--- config.mk ---
export PLATFORM = sky130hd
export DESIGN_NAME = pwm_input_capture_control
export DESIGN_NICKNAME = d
export VERILOG_FILES = /design/src/pkg/pwm_capture_pkg.sv /design/src/design/pwm_input_capture_control.sv
export VERILOG_INCLUDE_DIRS = /design/src /design/src/pkg
export SDC_FILE = /design/constraint.sdc
export NUM_CORES = 1
export LEC_CHECK = 0
export ABC_AREA = 0
export BUFFER_PORTS_ARGS = -buffer_cell sky130_fd_sc_hd__buf_2
export CAP_MARGIN = 15
export CELL_PAD_IN_SITES_DETAIL_PLACEMENT = 1
export CELL_PAD_IN_SITES_GLOBAL_PLACEMENT = 1
export CORE_AREA = 2 2 168 202
export CTS_CLUSTER_SIZE = 8
export DETAILED_ROUTE_END_ITERATION = 6
export DIE_AREA = 0 0 170 204
export PLACE_DENSITY_LB_ADDON = 0.1
export SLEW_MARGIN = 20
export SYNTH_ARGS = -nofsm -noshare
export SYNTH_HDL_FRONTEND = slang
export SYNTH_SLANG_ARGS = --single-unit
--- constraint.sdc ---
create_clock -name aclk -period 6.3 [get_ports aclk]
set_input_delay 0.63 -clock aclk [delete_from_list [all_inputs] [get_ports aclk]]
set_output_delay 0.63 -clock aclk [all_outputs]
set_load 0.03 [all_outputs]
--- src/pkg/pwm_capture_consts.svh ---
`ifndef PWM_CAPTURE_CONSTS_SVH
`define PWM_CAPTURE_CONSTS_SVH

// ----------------------------------------
// register byte addresses
// ----------------------------------------
`define ADDR_INPUT_PATH_EN 12'h200
`define ADDR_CAPTURE_CONTROL 12'h204
`define ADDR_CAPTURE_OVERRUN_STATUS 12'h208
`define ADDR_CAPTURE_VALUE_BASE 12'h20c
`define ADDR_CAPTURE_VALUE_LAST 12'h238
`define ADDR_CAPTURE_IRQ_FLAGS 12'h250

// ----------------------------------------
// field positions and sizes
// ----------------------------------------
`define CHANNELS 6
`define RISE_FIELD_LSB 0
`define FALL_FIELD_LSB 8
`define ADDR_WIDTH 12
`define COUNTER_WIDTH 16

// ----------------------------------------
// reset values and bus answers
// ----------------------------------------
`define RESET_WORD 32'h0000_0000
`define RESP_OKAY 2'h0
`define RESP_SLVERR 2'h2

`endif

--- src/pkg/pwm_capture_pkg.sv ---
package pwm_capture_pkg;

  // layout of the capture control word
  typedef struct packed {
    logic [1:0] reserved_hi;
    logic [5:0] fall_reload_en;
    logic [1:0] reserved_b;
    logic [5:0] rise_reload_en;
    logic [1:0] reserved_a;
    logic [5:0] input_invert_en;
    logic [1:0] reserved_lo;
    logic [5:0] capture_fn_en;
  } capture_control_type;

  // rising and falling per-channel flag pair, shared by status and flag words
  typedef struct packed {
    logic [17:0] reserved_hi;
    logic [5:0] fall;
    logic [1:0] reserved_lo;
    logic [5:0] rise;
  } edge_pair_type;

  typedef enum logic [2:0] {
    sel_none,
    sel_path,
    sel_control,
    sel_status,
    sel_flags,
    sel_rise_value,
    sel_fall_value
  } reg_sel_type;

endpackage

--- src/design/pwm_input_capture_control.sv ---
// Local design decision: the AXI4-Lite register port.
`timescale 1ns/1ps
`include "pwm_capture_consts.svh"
// Operation
// - six capture channels, each with its own bit in every per-channel field, enable at bit n.
// - with its enable at 0 a channel never updates its rising or falling capture value.
// - with its enable at 1 a rising input edge latches the counter into the rising value.
// - with its enable at 1 a falling input edge latches the counter into the falling value.
// - the invert bit at n+8 inverts the pin input ahead of edge detection when set.
// - the rising reload bit at n+16 lets a rising capture reload the channel counter.
// - the falling reload bit at n+24 lets a falling capture reload the channel counter.
// - the rising overrun bit n sets when a rising latch meets a rising flag already set.
// - the falling overrun bit n+8 sets when a falling latch meets a falling flag already set.
// - the rising overrun bit clears itself when software clears the rising flag.
// - the falling overrun bit clears itself when software clears the falling flag.
// - the status word is read-only and both control and status reset to zero.
// - with its input path disabled a channel sees a constant 0 in place of the pin, ahead of its invert bit.
module pwm_input_capture_control
  import pwm_capture_pkg::*;
#(
  parameter int COUNTER_WIDTH = `COUNTER_WIDTH
) (
  input wire logic aclk,
  input wire logic aresetn,
  input wire logic [`ADDR_WIDTH-1:0] s_axi_awaddr,
  input wire logic [2:0] s_axi_awprot,
  input wire logic s_axi_awvalid,
  output logic s_axi_awready,
  input wire logic [31:0] s_axi_wdata,
  input wire logic [3:0] s_axi_wstrb,
  input wire logic s_axi_wvalid,
  output logic s_axi_wready,
  output logic [1:0] s_axi_bresp,
  output logic s_axi_bvalid,
  input wire logic s_axi_bready,
  input wire logic [`ADDR_WIDTH-1:0] s_axi_araddr,
  input wire logic [2:0] s_axi_arprot,
  input wire logic s_axi_arvalid,
  output logic s_axi_arready,
  output logic [31:0] s_axi_rdata,
  output logic [1:0] s_axi_rresp,
  output logic s_axi_rvalid,
  input wire logic s_axi_rready,
  input wire logic [`CHANNELS-1:0] capture_pin,
  input wire logic [`CHANNELS-1:0][COUNTER_WIDTH-1:0] counter_value,
  output logic [`CHANNELS-1:0] counter_reload
);

  // ----------------------------------------
  // register storage
  // ----------------------------------------
  capture_control_type capture_control;
  edge_pair_type capture_overrun_status;
  edge_pair_type capture_irq_flags;
  logic [`CHANNELS-1:0] input_path_en;
  logic [`CHANNELS-1:0][COUNTER_WIDTH-1:0] rise_capture_value;
  logic [`CHANNELS-1:0][COUNTER_WIDTH-1:0] fall_capture_value;

  // ----------------------------------------
  // address decode shared by both bus directions
  // ----------------------------------------
  function automatic reg_sel_type decode_sel(input logic [`ADDR_WIDTH-1:0] addr);
    logic [`ADDR_WIDTH-1:0] offset;
    offset = addr - `ADDR_CAPTURE_VALUE_BASE;
    if (addr[1:0] != 2'h0) begin
      decode_sel = sel_none;
    end else if (addr == `ADDR_INPUT_PATH_EN) begin
      decode_sel = sel_path;
    end else if (addr == `ADDR_CAPTURE_CONTROL) begin
      decode_sel = sel_control;
    end else if (addr == `ADDR_CAPTURE_OVERRUN_STATUS) begin
      decode_sel = sel_status;
    end else if (addr == `ADDR_CAPTURE_IRQ_FLAGS) begin
      decode_sel = sel_flags;
    end else if (addr >= `ADDR_CAPTURE_VALUE_BASE && addr <= `ADDR_CAPTURE_VALUE_LAST) begin
      decode_sel = offset[2] ? sel_fall_value : sel_rise_value;
    end else begin
      decode_sel = sel_none;
    end
  endfunction

  function automatic logic [2:0] decode_channel(input logic [`ADDR_WIDTH-1:0] addr);
    logic [`ADDR_WIDTH-1:0] offset;
    offset = addr - `ADDR_CAPTURE_VALUE_BASE;
    decode_channel = offset[5:3];
  endfunction

  function automatic logic [31:0] strobe_mask(input logic [3:0] strb);
    strobe_mask = {{8{strb[3]}}, {8{strb[2]}}, {8{strb[1]}}, {8{strb[0]}}};
  endfunction

  // ----------------------------------------
  // write channel
  // ----------------------------------------
  logic aw_held;
  logic w_held;
  logic [`ADDR_WIDTH-1:0] aw_addr;
  logic [31:0] w_data;
  logic [3:0] w_strb;
  logic write_fire;
  reg_sel_type write_sel;
  logic [31:0] write_mask;

  assign s_axi_awready = !aw_held && !s_axi_bvalid;
  assign s_axi_wready = !w_held && !s_axi_bvalid;
  assign write_fire = aw_held && w_held && !s_axi_bvalid;
  assign write_sel = decode_sel(aw_addr);
  assign write_mask = strobe_mask(w_strb);

  // address and data are taken in either order and held until both are in
  always_ff @(posedge aclk) begin
    if (!aresetn) begin
      aw_held <= 1'b0;
      w_held <= 1'b0;
      aw_addr <= '0;
      w_data <= `RESET_WORD;
      w_strb <= 4'h0;
    end else begin
      if (s_axi_awvalid && s_axi_awready) begin
        aw_held <= 1'b1;
        aw_addr <= s_axi_awaddr;
      end else if (write_fire) begin
        aw_held <= 1'b0;
      end
      if (s_axi_wvalid && s_axi_wready) begin
        w_held <= 1'b1;
        w_data <= s_axi_wdata;
        w_strb <= s_axi_wstrb;
      end else if (write_fire) begin
        w_held <= 1'b0;
      end
    end
  end

  always_ff @(posedge aclk) begin
    if (!aresetn) begin
      s_axi_bvalid <= 1'b0;
      s_axi_bresp <= `RESP_OKAY;
    end else if (write_fire) begin
      s_axi_bvalid <= 1'b1;
      s_axi_bresp <= (write_sel == sel_none) ? `RESP_SLVERR : `RESP_OKAY;
    end else if (s_axi_bready) begin
      s_axi_bvalid <= 1'b0;
    end
  end

  always_ff @(posedge aclk) begin
    if (!aresetn) begin
      capture_control <= `RESET_WORD;
      input_path_en <= '0;
    end else if (write_fire) begin
      if (write_sel == sel_control) begin
        capture_control <= (capture_control & ~write_mask) | (w_data & write_mask);
        capture_control.reserved_hi <= 2'h0;
        capture_control.reserved_b <= 2'h0;
        capture_control.reserved_a <= 2'h0;
        capture_control.reserved_lo <= 2'h0;
      end else if (write_sel == sel_path) begin
        input_path_en <= (input_path_en & ~write_mask[5:0]) | (w_data[5:0] & write_mask[5:0]);
      end
    end
  end

  // ----------------------------------------
  // edge detection
  // ----------------------------------------
  logic [`CHANNELS-1:0] capture_source;
  logic [`CHANNELS-1:0] capture_last;
  logic [`CHANNELS-1:0] rise_latch;
  logic [`CHANNELS-1:0] fall_latch;

  // path gate first, inverter after it, so an idle disabled path reads as 0 ^ invert
  assign capture_source = (capture_pin & input_path_en)
                          ^ capture_control.input_invert_en;
  assign rise_latch = capture_source & ~capture_last & capture_control.capture_fn_en;
  assign fall_latch = ~capture_source & capture_last & capture_control.capture_fn_en;

  // the previous level follows even while disabled, so enabling never fakes an edge
  always_ff @(posedge aclk) begin
    if (!aresetn) begin
      capture_last <= '0;
    end else begin
      capture_last <= capture_source;
    end
  end

  always_ff @(posedge aclk) begin
    if (!aresetn) begin
      rise_capture_value <= '0;
      fall_capture_value <= '0;
    end else begin
      for (int ch = 0; ch < `CHANNELS; ch++) begin
        if (rise_latch[ch]) begin
          rise_capture_value[ch] <= counter_value[ch];
        end
        if (fall_latch[ch]) begin
          fall_capture_value[ch] <= counter_value[ch];
        end
      end
    end
  end

  always_ff @(posedge aclk) begin
    if (!aresetn) begin
      counter_reload <= '0;
    end else begin
      counter_reload <= (rise_latch & capture_control.rise_reload_en)
                        | (fall_latch & capture_control.fall_reload_en);
    end
  end

  // ----------------------------------------
  // latch flags and overrun status
  // ----------------------------------------
  logic [`CHANNELS-1:0] rise_clear;
  logic [`CHANNELS-1:0] fall_clear;

  // write one to clear; a latch in the same cycle wins over the clear
  assign rise_clear = (write_fire && write_sel == sel_flags) ?
                      (w_data[5:0] & write_mask[5:0]) : '0;
  assign fall_clear = (write_fire && write_sel == sel_flags) ?
                      (w_data[13:8] & write_mask[13:8]) : '0;

  always_ff @(posedge aclk) begin
    if (!aresetn) begin
      capture_irq_flags <= `RESET_WORD;
    end else begin
      capture_irq_flags.rise <= (capture_irq_flags.rise & ~rise_clear) | rise_latch;
      capture_irq_flags.fall <= (capture_irq_flags.fall & ~fall_clear) | fall_latch;
    end
  end

  always_ff @(posedge aclk) begin
    if (!aresetn) begin
      capture_overrun_status <= `RESET_WORD;
    end else begin
      capture_overrun_status.rise <=
        (capture_overrun_status.rise & ~(rise_clear & ~rise_latch))
        | (rise_latch & capture_irq_flags.rise);
      capture_overrun_status.fall <=
        (capture_overrun_status.fall & ~(fall_clear & ~fall_latch))
        | (fall_latch & capture_irq_flags.fall);
    end
  end

  // ----------------------------------------
  // read channel
  // ----------------------------------------
  reg_sel_type read_sel;
  logic [2:0] read_channel;
  logic [31:0] read_word;

  assign s_axi_arready = !s_axi_rvalid;
  assign read_sel = decode_sel(s_axi_araddr);
  assign read_channel = decode_channel(s_axi_araddr);

  always_comb begin
    read_word = `RESET_WORD;
    case (read_sel)
      sel_path: read_word[5:0] = input_path_en;
      sel_control: read_word = capture_control;
      sel_status: read_word = capture_overrun_status;
      sel_flags: read_word = capture_irq_flags;
      sel_rise_value: read_word[COUNTER_WIDTH-1:0] = rise_capture_value[read_channel];
      sel_fall_value: read_word[COUNTER_WIDTH-1:0] = fall_capture_value[read_channel];
      default: read_word = `RESET_WORD;
    endcase
  end

  always_ff @(posedge aclk) begin
    if (!aresetn) begin
      s_axi_rvalid <= 1'b0;
      s_axi_rdata <= `RESET_WORD;
      s_axi_rresp <= `RESP_OKAY;
    end else if (s_axi_arvalid && s_axi_arready) begin
      s_axi_rvalid <= 1'b1;
      s_axi_rdata <= read_word;
      s_axi_rresp <= (read_sel == sel_none) ? `RESP_SLVERR : `RESP_OKAY;
    end else if (s_axi_rready) begin
      s_axi_rvalid <= 1'b0;
    end
  end

endmodule

### Word level (Yosys, flattened, before mapping)

Index checks and enable logic that the tools add are counted.

| storage, ports and cells | value |
|---|---|
| bits in writable memories | 0 |
| input port bits | 175 |
| register bits | 344 |
| memory bits (read-only) | 0 |
| output and inout port bits | 47 |
| bits in latches | 0 |
| word-level logic and storage cells | 152 |
| memories kept | 0 |

| cells by class | value |
|---|---|
| reduce and logical (&&, ||, !) cells | 24 |
| $add $sub $neg | 2 |
| equality and inequality tests | 17 |
| magnitude comparators | 5 |
| shifts and indexed selects | 0 |
| bitwise logic cells | 39 |
| multiplexer cells | 32 |
| divide/modulo/power cells | 0 |
| multiply operators | 0 |

Operators with widths:

| cell | count |
|---|---|
| $and A6 B6 Y6 | 18 |
| $bmux W16 S3 | 2 |
| $eq A12 B10 Y1 const B | 8 |
| $and A30 B30 Y30 | 2 |
| $not A6 Y6 | 9 |
| $pmux W10 S5 | 1 |
| $mux W3 | 12 |
| $or A6 B6 Y6 | 6 |
| $pmux W6 S6 | 1 |
| $mux W16 | 2 |
| $not A30 Y30 | 1 |
| $or A30 B30 Y30 | 1 |
| $ge A12 B10 Y1 const B | 2 |
| $le A12 B10 Y1 const B | 2 |
| $mux W14 | 1 |
| $eq A3 B3 Y1 const B | 4 |
| $mux W6 | 2 |
| $reduce_bool A2 Y1 | 6 |
| $logic_and A1 B1 Y1 | 10 |
| $eq A3 B2 Y1 const B | 3 |
| $mux W2 | 4 |
| $mux W1 | 7 |
| $eq A3 B1 Y1 const B | 2 |
| $logic_not A3 Y1 | 2 |
| 8 further kinds | 11 |

### Logic depth before layout (Yosys ltp)

Gate-level depths: netlist of the first run.

| logic depth | value |
|---|---|
| depth after elaboration | 15 |
| gate-level depth with buffers | 10 |
| gate-level depth less buffers | 8 |

### Worst setup path after synthesis of the first run

Ideal clock, no wire load.

| timing path | value |
|---|---|
| path type | in2reg |
| start | in s_axi_araddr[4] |
| end | reg s_axi_rdata[10] |
| buffers on the path | 2 |
| arrival time | 2.329 ns |
| path slack | 3.835 ns |
| setup time | 0.136 ns |
| data required time | 6.164 ns |
| stages on the path | 8 |
| path through | buf_2 -> a21oi_1 -> xnor2_2 -> buf_2 -> mux2i_1 -> o22ai_1 -> o311ai_0 -> a31oi_1 |

| between the ends | value |
|---|---|
| longest elaborated chain between the ends | 10 |
| elaborated cells between the ends (all ways) | 24 |
| classes of those cells | add/sub (1); order compare (2); eq/ne (9); mux (11); reduce/logical (1) |

Ends and longest elaborated chain:

| element | line | text |
|---|---|---|
| start, declared | pwm_input_capture_control.sv:36 | `` input wire logic [`ADDR_WIDTH-1:0] s_axi_araddr, `` |
| $ge A12 B10 Y1 (no source line) / $le A12 B10 Y1 (equally long branches) | -- |  |
| $logic_and A1 B1 Y1 (no source line) | -- |  |
| $mux W3 | pwm_input_capture_control.sv:75 | `` end else if (addr >= `ADDR_CAPTURE_VALUE_BASE && addr <= `ADDR_CAPTURE_VALUE_LAST) begin `` |
| $mux W3 | pwm_input_capture_control.sv:73 | `` end else if (addr == `ADDR_CAPTURE_IRQ_FLAGS) begin `` |
| $mux W3 | pwm_input_capture_control.sv:71 | `` end else if (addr == `ADDR_CAPTURE_OVERRUN_STATUS) begin `` |
| $mux W3 | pwm_input_capture_control.sv:69 | `` end else if (addr == `ADDR_CAPTURE_CONTROL) begin `` |
| $mux W3 | pwm_input_capture_control.sv:67 | `` end else if (addr == `ADDR_INPUT_PATH_EN) begin `` |
| $mux W3 | pwm_input_capture_control.sv:65 | `if (addr[1:0] != 2'h0) begin` |
| $eq A3 B3 Y1 / $eq A3 B2 Y1 (equally long branches) | pwm_input_capture_control.sv:259 | `case (read_sel)` |
| $pmux W10 S5 (*) | pwm_input_capture_control.sv:259 |  |
| end signal, assigned | pwm_input_capture_control.sv:273 | `` s_axi_rdata <= `RESET_WORD; `` |
| end signal, assigned | pwm_input_capture_control.sv:277 | `s_axi_rdata <= read_word;` |
| end, declared | pwm_input_capture_control.sv:40 | `output logic [31:0] s_axi_rdata,` |

Every way passes the cells marked *; elsewhere a longest branch is shown, timed or not. The select of a mux whose other input is x is not followed.
A chain may end at the register's enable or synchronous reset.

### Final worst setup path of the first run

| timing path | value |
|---|---|
| start | in s_axi_araddr[2] |
| end | reg s_axi_rdata[6] |

| between the ends | value |
|---|---|
| longest elaborated chain between the ends | 10 |
| elaborated cells between the ends (all ways) | 25 |
| classes of those cells | add/sub (1); order compare (2); eq/ne (9); mux (12); reduce/logical (1) |

Ends and longest elaborated chain:

| element | line |
|---|---|
| $ge A12 B10 Y1 (no source line) (tied with other cells) | -- |
| $logic_and A1 B1 Y1 (no source line) / $mux W2 (equally long branches) | -- |
| $mux W3 | pwm_input_capture_control.sv:75 |
| $mux W3 | pwm_input_capture_control.sv:73 |
| $mux W3 | pwm_input_capture_control.sv:71 |
| $mux W3 | pwm_input_capture_control.sv:69 |
| $mux W3 | pwm_input_capture_control.sv:67 |
| $mux W3 | pwm_input_capture_control.sv:65 |
| $eq A3 B3 Y1 / $eq A3 B2 Y1 (equally long branches) | pwm_input_capture_control.sv:259 |
| $pmux W10 S5 (*) | pwm_input_capture_control.sv:259 |

Marked as above.

==> out/qor.csv, run 1 <==
stage;metric;value;unit
sta;final.hold.worst_slack;326;ps
logic_synthesis;synth.top_cell.area_share;44.8;%
logic_synthesis;synth_unique_cells;62;
logic_synthesis;async_flop_share;0;%
power;seqPwrFrac;45.5;%
logic_synthesis;syn_area_per_cell;8.28;µm²
final_layout;count_of_filler_cells_inserted_in_the_layout;3957;
power;power;4.74;mW
power;power.combinational.fraction;7.4;%
power;swShare;24.1;%
sta;max_slew_margin;25.3;%
sta;setup_viol;0;
sta;finalCriticalPeriod;3020;ps
logic_synthesis;synth_sequential_area_ratio;44.8;%
global_route;grt_max_degree;128;
global_route;number_of_global_route_vias_before_repair;13500;
setup_path;worstPathArrival;3480;ps
global_route;antenna_found_initial;5;
floorplan;ioPinCount;222;
power;power_report.internal_total;3.60;mW
global_route;grt-ovfl-total;0;
final_layout;flow.area_growth_from_synthesis;16.4;%
setup_path;critPathMaxStageDelay;760;ps
global_route;grtUsageTotal;28.8;%
final_layout;postLayoutCoreUtil;52.6;%
cts;cts.htree.levels;2;
setup_path;critical_path_required;6760;ps
logic_synthesis;synth-warning-count;0;
placement;port_buffers;201;
power;clockPowerShare;47.1;%
placement;place_hpwl;34600;µm
route;detail_route.iter0.violations;831;
cts;cts.sink_count;332;
placement;pre_cts_ws;2840;ps
floorplan;initial_core_util;45.2;%
logic_synthesis;yosys.area.top_type;sky130_fd_sc_hd__dfxtp_1;
logic_synthesis;synth_flop_cell;sky130_fd_sc_hd__dfxtp_1;
setup_path;crit_path_start_kind;primary input;
setup_path;critical_path.slowest_cell;sky130_fd_sc_hd__a21boi_0;
final_layout;finish.cell_count_without_fillers;2343;
sta;maxClockFrequency;0.332;GHz
cts;cts.repair.resized;0;
logic_synthesis;synth.ff_latch_count;332;
power;total_leakage_power;6.03;nW
route;via_per_inst;5.68;
logic_synthesis;synth_cells;1793;
setup_path;timing.critical_path.to_type;register;
cts;clockBufferDepth;3;
sta;fin_crit_sh;47.9;%
min_path;worst_hold_path.num_cells;3;
sta;finalClockSkew;10.5;ps
setup_path;cell_count_of_the_worst_reg_to_reg_path;6;
cts;tritoncts;built;
job;cap_violations;0;
route;post-route-drc-count;0;
final_layout;register_area;6650;µm²
power;vdd_drop_max;0.000163;V
cts;worst_skew_pair.late_latency;560;ps
cts;post-cts-setup-buffer-count;0;
floorplan;die_y;204;µm
setup_path;critPathKind;in -> reg;
sta;final-max-slew-violation-count;0;
logic_synthesis;synth_area;14800;µm²
cts;post_cts_hold_buffer_count;0;
sta;grt_setup_unrepaired;no;
outcome;run_status;finished, final reports clean;
final_layout;layout.nets;2105;
route;routed-via-count;13300;
placement;placed_cell_area;16000;µm²
sta;worst_slack_setup_final;3280;ps
route;routed_antenna_nets;0;
cts;root_buffer;sky130_fd_sc_hd__clkbuf_16;
sta;totalNegativeSetupSlack;0;ps
final_layout;drive_gt1_share;15.4;%
setup_path;cp_cell_sequence;buf_2 -> inv_1 -> ha_2 -> and2_1 -> and4_1 -> nor2_1 -> a21boi_0 -> o311ai_0 -> o211ai_1;
route;drt_wl_total;50700;µm
power;power_density_relative_to_cell_area;274;nW/µm²
floorplan;die_width;170;µm
final_layout;multi_input_logic_area;7690;µm²
global_route;grt_pass1_wl;76900;µm
logic_synthesis;synth_edf_count;0;
placement;placed_cells_incl_taps;2287;
floorplan;core_area;32900;µm²
min_path;hold_path_class;in -> reg;
final_layout;stdcell_area;17300;µm²
logic_synthesis;synth_area_leaders;sky130_fd_sc_hd__dfxtp_1, sky130_fd_sc_hd__nand2_1, sky130_fd_sc_hd__a21boi_0;
sta;timing_hold_violations_final;0;
power;power.net_switching;1.14;mW
route;wire_per_inst;21.6;µm
floorplan;die_area;34700;µm²
setup_path;path_max_fanout;17;
cts;cts.reportedPaths.clkPinSlew;50;ps
route;firstDrtPassIters;5;
floorplan;rows;73;
placement;gpl.final_weighted_congestion;0.854;
sta;max_slew.worst_pin.slew;1120;ps
cts;cts_inserted_buffers;47;
==> critical path, delay by kind of cell <==
family                     cells  cell delay [ps]
AOI/OAI and AO/OA              3             1330
adders and majority gates      1              230
buffers and inverters          2              270
and+or+nand+nor                3             1000
==> sequential cells by signal, indices dropped and copies added, names as in the netlist, 4 cells and up, named ones only <==
signal / flops
w_strb: 4
fall_capture_value: 96
capture_overrun_status: 12
s_axi_rdata: 28
counter_reload: 6
rise_capture_value: 96
aw_addr: 12
w_data: 24
capture_irq_flags: 12
capture_last: 6
==> final timing paths <==
path / from / end / slack [ps]
min: s_axi_wdata[27] / w_data[27] / 330
min reg2reg: fall_capture_value[32] / fall_capture_value[32] / 460
max reg2reg: aw_addr[5] / capture_irq_flags[11] / 3550
max: s_axi_araddr[2] / s_axi_rdata[6] / 3280
==> per-layer routing <==
metal  track usage (%)  vias up  part of all wire [%]  wire length (µm)
met3              4.76       73                   5.6              2840
li1                  -     6324                     -                 -
met2              49.8      370                    49             24600
met1              36.5     6540                    43             21700
met4              9.58        4                   3.1              1560
met5                 0        -                 0.039                20
==> cell type report <==
class                           instances  share of cell area, %
Antenna cell                            2                 0.0290
Inverter                                9                  0.195
Multi-Input combinational cell       1320                   44.5
Sequential cell                       332                   38.5
Clock buffer                           49                   6.97
Tap cell                              412                   2.98
Clock inverter                          3                  0.174
Timing Repair Buffer                  216                   6.72
==> cell usage in the layout (no fill, tap or decap), types with 17 or more instances in the layout <==
master / instances
sky130_fd_sc_hd__a21boi_0: 249
sky130_fd_sc_hd__a21oi_1: 52
sky130_fd_sc_hd__buf_2: 200
sky130_fd_sc_hd__clkbuf_16: 48
sky130_fd_sc_hd__dfxtp_1: 332
sky130_fd_sc_hd__mux2i_1: 95
sky130_fd_sc_hd__nand2_1: 583
sky130_fd_sc_hd__nand3_1: 22
sky130_fd_sc_hd__nor2_1: 22
sky130_fd_sc_hd__nor2b_1: 55
sky130_fd_sc_hd__o21ai_0: 33
sky130_fd_sc_hd__o22ai_1: 28
sky130_fd_sc_hd__o311ai_0: 17
==> cells by family (layout without fill, tap and decap cells) <==
logic type               after synthesis  count (layout)  share of synthesized area [%]
adder cells (fa/ha/maj)                4               4                          0.337
other                                  1               8                         0.0253
flip-flops                           332             332                           44.8
multiplexers                          95              95                           6.40
AND/OR/NAND/NOR                      737             737                           21.4
AO/OA/AOI/OAI                        468             468                           22.3
XOR/XNOR                              10              10                          0.640
buffers and inverters                146             277                           4.13
==> cells in the mapped netlist (9+ instances only) <==
master                     count
sky130_fd_sc_hd__inv_1         9
sky130_fd_sc_hd__o21ai_0      33
sky130_fd_sc_hd__a31oi_1      14
sky130_fd_sc_hd__mux2i_1      95
sky130_fd_sc_hd__xor2_1        9
sky130_fd_sc_hd__a21boi_1     12
sky130_fd_sc_hd__and3_1        9
sky130_fd_sc_hd__nand2_1     583
sky130_fd_sc_hd__a21boi_0    249
sky130_fd_sc_hd__nand3_1      22
sky130_fd_sc_hd__dfxtp_1     332
sky130_fd_sc_hd__o21ai_1      13
sky130_fd_sc_hd__nor2b_1      56
sky130_fd_sc_hd__nor2_1       22
sky130_fd_sc_hd__o22ai_1      28
sky130_fd_sc_hd__clkbuf_1    114
sky130_fd_sc_hd__o311ai_0     17
sky130_fd_sc_hd__o21bai_1     12
sky130_fd_sc_hd__a21oi_1      52
==> power groups by stage <==
stage	sequential (mW)	clock (mW)	combinational (mW)
global route	2.15	2.35	0.378
finish	2.15	2.23	0.353
CTS	2.15	2.26	0.352
global placement	2.19	0	0.347
detailed placement	2.20	0	0.350
floorplan	2.20	0	0.202
Power figures use the tool's default switching activity.
==> run 2: changes to the inputs <==
- CORE_AREA: 2 2 168 202 -> 2 2 173 209
- DIE_AREA: 0 0 170 204 -> 0 0 175 211
- clock period: 6.3 -> 3.1 ns (I/O delays scaled with it)
==> run 2 against run 1 <==
  * Global-route usage decreased by 0.85 points
  * Worst setup slack got worse by 2500 ps
  * Clock skew increased by 7.7 ps
  * Critical path type is now reg -> reg
  * Die area increased by 6.5%
  * Power increased by 110%
  * Critical path depth decreased by 3
  * Clock-buffer cell count unchanged
  * Combinational power increased by 110%
  * Via count increased by 0.41%
  * Cell count increased by 3.4%
  * Register-to-register slack got worse by 2800 ps
==> out/qor.csv, run 2 (synthesis gave the netlist of run 1 again) <==
stage;metric;value;unit
final_layout;flow.area_growth_from_synthesis;18.4;%
setup_path;cell_count_of_the_worst_reg_to_reg_path;6;
power;power;9.74;mW
placement;port_buffers;201;
route;post-route-drc-count;0;
floorplan;die_y;211;µm
power;vdd_drop_max;0.000355;V
route;drt_wl_total;51600;µm
route;firstDrtPassIters;5;
setup_path;critPathKind;reg -> reg;
final_layout;drive_gt1_share;16.8;%
floorplan;core_area;34800;µm²
setup_path;critPathMaxStageDelay;590;ps
final_layout;layout.cells.most_common;sky130_fd_sc_hd__nand2_1;
outcome;run_status;finished, final reports clean;
floorplan;die_area;36900;µm²
sta;setup_viol;0;
placement;pre_cts_ws;360;ps
setup_path;cp_cell_sequence;or3b_2 -> nor4_4 -> o21ai_1 -> a2111oi_4 -> mux2i_1 -> nor2b_1;
min_path;worst_hold_path.num_cells;3;
final_layout;num_antenna_cells;0;
cts;post_cts_hold_buffer_count;2;
setup_path;worstPathArrival;2740;ps
sta;grt_setup_unrepaired;no;
final_layout;count_of_filler_cells_inserted_in_the_layout;4182;
cts;worst_skew_pair.late_latency;560;ps
final_layout;layout.nets;2138;
sta;finalCriticalPeriod;2310;ps
final_layout;most_frequent_cells_in_the_layout;sky130_fd_sc_hd__nand2_1, sky130_fd_sc_hd__dfxtp_1, sky130_fd_sc_hd__a21boi_0;
route;routed-via-count;13400;
job;cap_violations;0;
power;power_density_relative_to_cell_area;554;nW/µm²
setup_path;timing.critical_path.to_type;register;
setup_path;critical_path.slowest_cell;sky130_fd_sc_hd__a2111oi_4;
min_path;hold_path_startpoint;s_axi_awaddr[7];
cts;post-cts-setup-buffer-count;0;
setup_path;timing.critical_path.buf_inv;0;
cts;cts.htree.levels;2;
route;wire_per_inst;21.3;µm
sta;max_slew.worst_pin.slew;1250;ps
global_route;grtUsageTotal;28.0;%
cts;clockBufferDepth;3;
floorplan;rows;75;
global_route;grt_pass1_wl;80100;µm
setup_path;regToRegStartpoint;aw_addr[9];
power;total_leakage_power;6.20;nW
sta;final-max-slew-violation-count;0;
sta;worst_slack_setup_final;793;ps
route;via_per_inst;5.52;
final_layout;layout_top_registers;fall_capture_value x96, rise_capture_value x96, s_axi_rdata x28;
setup_path;path_max_fanout;6;
cts;cts.sink_count;332;
sta;totalNegativeSetupSlack;0;ps
route;detail_route.iter0.violations;790;
floorplan;ioPinCount;222;
global_route;antenna_found_initial;3;
setup_path;r2r_slack;790;ps
global_route;number_of_global_route_vias_before_repair;13900;
cts;cts.reportedPaths.clkPinSlew;50;ps
floorplan;initial_core_util;42.7;%
sta;max_slew_margin;17.0;%
min_path;hold_path_class;in -> reg;
placement;place_hpwl;36200;µm
sta;maxClockFrequency;0.433;GHz
setup_path;crit_path_start_kind;register;
placement;gpl.final_weighted_congestion;0.857;
min_path;worstHoldEndpoint;aw_addr[7];
sta;fin_crit_sh;74.4;%
global_route;grt_max_degree;223;
setup_path;cpLargestDelayFamily;simple AND/OR/NAND/NOR gates;
cts;cts.repair.resized;0;
global_route;grt-ovfl-total;0;
sta;final.hold.worst_slack;14.3;ps
cts;tritoncts;built;
floorplan;die_width;175;µm
cts;root_buffer;sky130_fd_sc_hd__clkbuf_16;
setup_path;critical_path_required;3530;ps
route;routed_antenna_nets;0;
sta;finalClockSkew;18.2;ps
cts;cts_inserted_buffers;47;
sta;timing_hold_violations_final;0;
[run 2: cell types whose count changed in the layout (fill, tap and decap cells not counted), moves of 2 or more]
cell                            delta
sky130_fd_sc_hd__dlygate4sd3_1     +2
sky130_fd_sc_hd__buf_4            +32
sky130_fd_sc_hd__diode_2           -2
sky130_fd_sc_hd__nor3b_4           -4
sky130_fd_sc_hd__nor3b_2           +4
[run 2: layout make-up]
| type | count | area (µm²) | area share [%] |
|---|---|---|---|
| multi-input combinational | 1320 | 7660 | 43.6 |
| sequential | 332 | 6650 | 37.8 |
| timing repair buffer | 249 | 1400 | 7.98 |
| clock buffer | 49 | 1230 | 6.97 |
| tap | 462 | 578 | 3.29 |
| inverter | 9 | 33.8 | 0.192 |
| clock inverter | 1 | 30.0 | 0.171 |
[run 2: worst max path at each step]
stage	start	to	cells after the start
after floorplan	s_axi_araddr[4]	s_axi_rdata[10]	8
after global placement	s_axi_araddr[2]	s_axi_rdata[7]	9
after detailed placement	s_axi_araddr[2]	s_axi_rdata[7]	9
after CTS	aw_addr[9]	register	6
after global routing	aw_addr[9]	register	6
final	aw_addr[9]	register	6
[run 2: metrics by stage]
stage / instance area [µm²] / util (%) / std cells
final: 17600 / 50.5 / 2422
after global routing: 17600 / 50.5 / 2422
after global placement: 16300 / 46.8 / 2370
after floorplan: 14900 / - / 1798
after detailed placement: 16300 / 46.8 / 2370
after CTS: 17600 / 50.5 / 2422
[run 2: routing by layer]
| layer | vias to the layer above | global-route usage, % | wire length [µm] |
|---|---|---|---|
| li1 | 6379 | - | - |
| met4 | 6 | 11.4 | 2150 |
| met2 | 317 | 47.6 | 24600 |
| met1 | 6556 | 35.5 | 22500 |
| met5 | - | 0 | 34 |
| met3 | 107 | 4.21 | 2190 |
[run 2: worst min-delay path: stages]
cell and delay (ps):
sky130_fd_sc_hd__buf_2 100, sky130_fd_sc_hd__nand2_1 40, sky130_fd_sc_hd__a21boi_0 60
[run 2: report_power, final]
| part | internal [mW] | switching, mW |
|---|---|---|
| clock network | 2.82 | 1.80 |
| registers | 4.33 | 0.0502 |
| logic | 0.291 | 0.451 |
| total | 7.44 | 2.30 |
==> run 3: changes to the inputs <==
- CORE_AREA: 2 2 173 209 -> 2 2 184 222
- DIE_AREA: 0 0 175 211 -> 0 0 186 224
- clock period: 3.1 -> 2.1 ns (I/O delays scaled with it)
==> run 3 against run 2 <==
  * The run now ends with negative setup slack left
  * Core utilization grew 0.54 points
  * Largest cell class unchanged
  * Critical path type unchanged
  * Register-to-register slack got worse by 880 ps
  * Non-clock buffer count increased by 228
  * First-iteration DRC count decreased by 12%
  * Sequential cell count is the same
  * Clock-buffer cell count is 1 lower
==> out/qor.csv, run 3 (synthesis gave the netlist of run 1 again) <==
stage;metric;value;unit
outcome;run_status;complete, but fails checks;
outcome;violations;negative setup slack;
floorplan;initial_core_util;37.6;%
sta;final-max-slew-violation-count;0;
setup_path;critPathKind;reg -> reg;
route;detail_route.iter0.violations;698;
final_layout;count_of_filler_cells_inserted_in_the_layout;4597;
global_route;grt_pass1_wl;84400;µm
floorplan;die_y;224;µm
sta;timing_hold_violations_final;0;
placement;port_buffers;201;
final_layout;layout.cells.most_common;sky130_fd_sc_hd__nand2_1;
setup_path;critical_path_required;2540;ps
power;total_leakage_power;7.48;nW
floorplan;ioPinCount;222;
cts;cts_inserted_buffers;47;
power;power_density_relative_to_cell_area;731;nW/µm²
sta;totalNegativeSetupSlack;-2030;ps
cts;clockBufferDepth;3;
sta;maxClockFrequency;0.457;GHz
final_layout;multi_input_logic_area;7880;µm²
floorplan;die_width;186;µm
final_layout;most_frequent_cells_in_the_layout;sky130_fd_sc_hd__nand2_1, sky130_fd_sc_hd__dfxtp_1, sky130_fd_sc_hd__a21boi_0;
route;met3_wirelength;2340;µm
final_layout;stdcell_area;20200;µm²
floorplan;die_area;41700;µm²
sta;max_slew.worst_pin.slew;684;ps
floorplan;core_area;39500;µm²
final_layout;register_area;6650;µm²
sta;worst_slack_setup_final;-86.4;ps
final_layout;layout.nets;2366;
cts;cts.htree.levels;2;
placement;gpl.final_weighted_congestion;0.872;
cts;root_buffer;sky130_fd_sc_hd__clkbuf_16;
route;via_per_inst;5.19;
sta;max_slew_margin;54.4;%
sta;final.hold.worst_slack;28.1;ps
setup_path;timing.critical_path.to_type;register;
setup_path;path_max_fanout;6;
sta;grt_setup_unrepaired;yes;
global_route;grt-ovfl-total;0;
route;met2_wirelength;26500;µm
route;firstDrtPassIters;5;
sta;fin_crit_sh;104;%
final_layout;layout_top_registers;fall_capture_value x96, rise_capture_value x96, s_axi_rdata x28;
setup_path;crit_path_start_kind;register;
final_layout;flow.area_growth_from_synthesis;35.9;%
final_layout;drive_gt1_share;21.0;%
final_layout;postLayoutCoreUtil;51.0;%
placement;placed_cells_incl_taps;2531;
global_route;antenna_found_initial;3;
cts;tritoncts;built;
power;vdd_drop_max;0.000643;V
route;wl_met1;24100;µm
route;routed-via-count;14100;
route;route.top_layer_used;met5;
route;routed_antenna_nets;0;
placement;place_hpwl;38100;µm
route;drt_wl_total;55100;µm
min_path;hold_path_class;in -> reg;
placement;placed_cell_area;17300;µm²
cts;cts.sink_count;332;
cts;worst_skew_pair.late_latency;560;ps
route;wire_per_inst;20.2;µm
route;post-route-drc-count;0;
sta;finalCriticalPeriod;2190;ps
cts;cts.reportedPaths.clkPinSlew;60;ps
sta;setup_viol;49;
job;cap_violations;0;
global_route;grt_max_degree;165;
global_route;grtUsageTotal;26.5;%
setup_path;worstPathArrival;2620;ps
global_route;number_of_global_route_vias_before_repair;14800;
final_layout;finish.cell_count_without_fillers;2723;
floorplan;rows;80;
sta;finalClockSkew;15.1;ps
==> run 3: changes by cell type in the layout (fill, tap and decap cells not counted), moves of 12 or more <==
cell	change
sky130_fd_sc_hd__dlygate4sd3_1	+137
sky130_fd_sc_hd__buf_4	+70
sky130_fd_sc_hd__buf_12	+18
sky130_fd_sc_hd__a21oi_1	-12
sky130_fd_sc_hd__a21oi_2	+12
sky130_fd_sc_hd__o21ai_1	-12
==> run 3: final cells by class <==
type / instances / share of cell area [%]
well taps: 533 / 3.30
diodes: 1 / 0.0124
clock inverters: 3 / 0.273
flip-flops and latches: 332 / 32.9
multi-input cells: 1320 / 39.0
inverters: 9 / 0.167
clock buffers: 48 / 5.95
repair buffers: 477 / 18.3
==> run 3: layer usage <==
layer | global-route usage (%) | vias up
met1 | 33.4 | 6806
li1 | - | 6856
met3 | 4.16 | 110
met4 | 10.6 | 4
met2 | 44.9 | 345
met5 | 0 | -
==> run 3: repair_timing <==
item / 4_1_cts / 5_1_grt
hold buffers: 139 / 0
hold endpoints to repair: 234 / 0
setup buffers: 1 / 0
setup endpoints to repair: 54 / 54
resized for setup: 35 / 23
pin swaps: 20 / 17
cloned: 0 / 0
==> run 3: final timing paths <==
kind	from	end	slack, ps	cells after the start
min reg2reg	rise_capture_value[33]	rise_capture_value[33]	460	2
max reg2reg	aw_addr[11]	capture_overrun_status[1]	-90	7
max	aw_addr[11]	capture_overrun_status[1]	-90	7
min	aresetn	fall_capture_value[0]	30	2
==> run 3: critical path: stages, from the launching register on <==
cell and delay [ps]:
sky130_fd_sc_hd__dfxtp_2 310, sky130_fd_sc_hd__or4_4 560, sky130_fd_sc_hd__or3_4 420, sky130_fd_sc_hd__nor4_2 220, sky130_fd_sc_hd__buf_4 260, sky130_fd_sc_hd__nand2_4 80
sky130_fd_sc_hd__o21ai_2 140, sky130_fd_sc_hd__a21boi_1 70
==> run 3: per-stage QoR <==
step / setup WS [ps] / total power, mW
2_1_floorplan: -6.93 / 7.20
3_3_place_gp: -315 / 7.81
3_5_place_dp: -304 / 7.83
4_1_cts: -66.3 / 14.9
5_1_grt: -170 / 15.3
6_report: -86.4 / 14.8
==> run 3: report_power, final <==
| part | switching [mW] | total [mW] | internal, mW |
|---|---|---|---|
| Sequential | 0.0805 | 6.47 | 6.39 |
| Clock | 2.72 | 6.83 | 4.11 |
| Combinational | 0.748 | 1.46 | 0.713 |
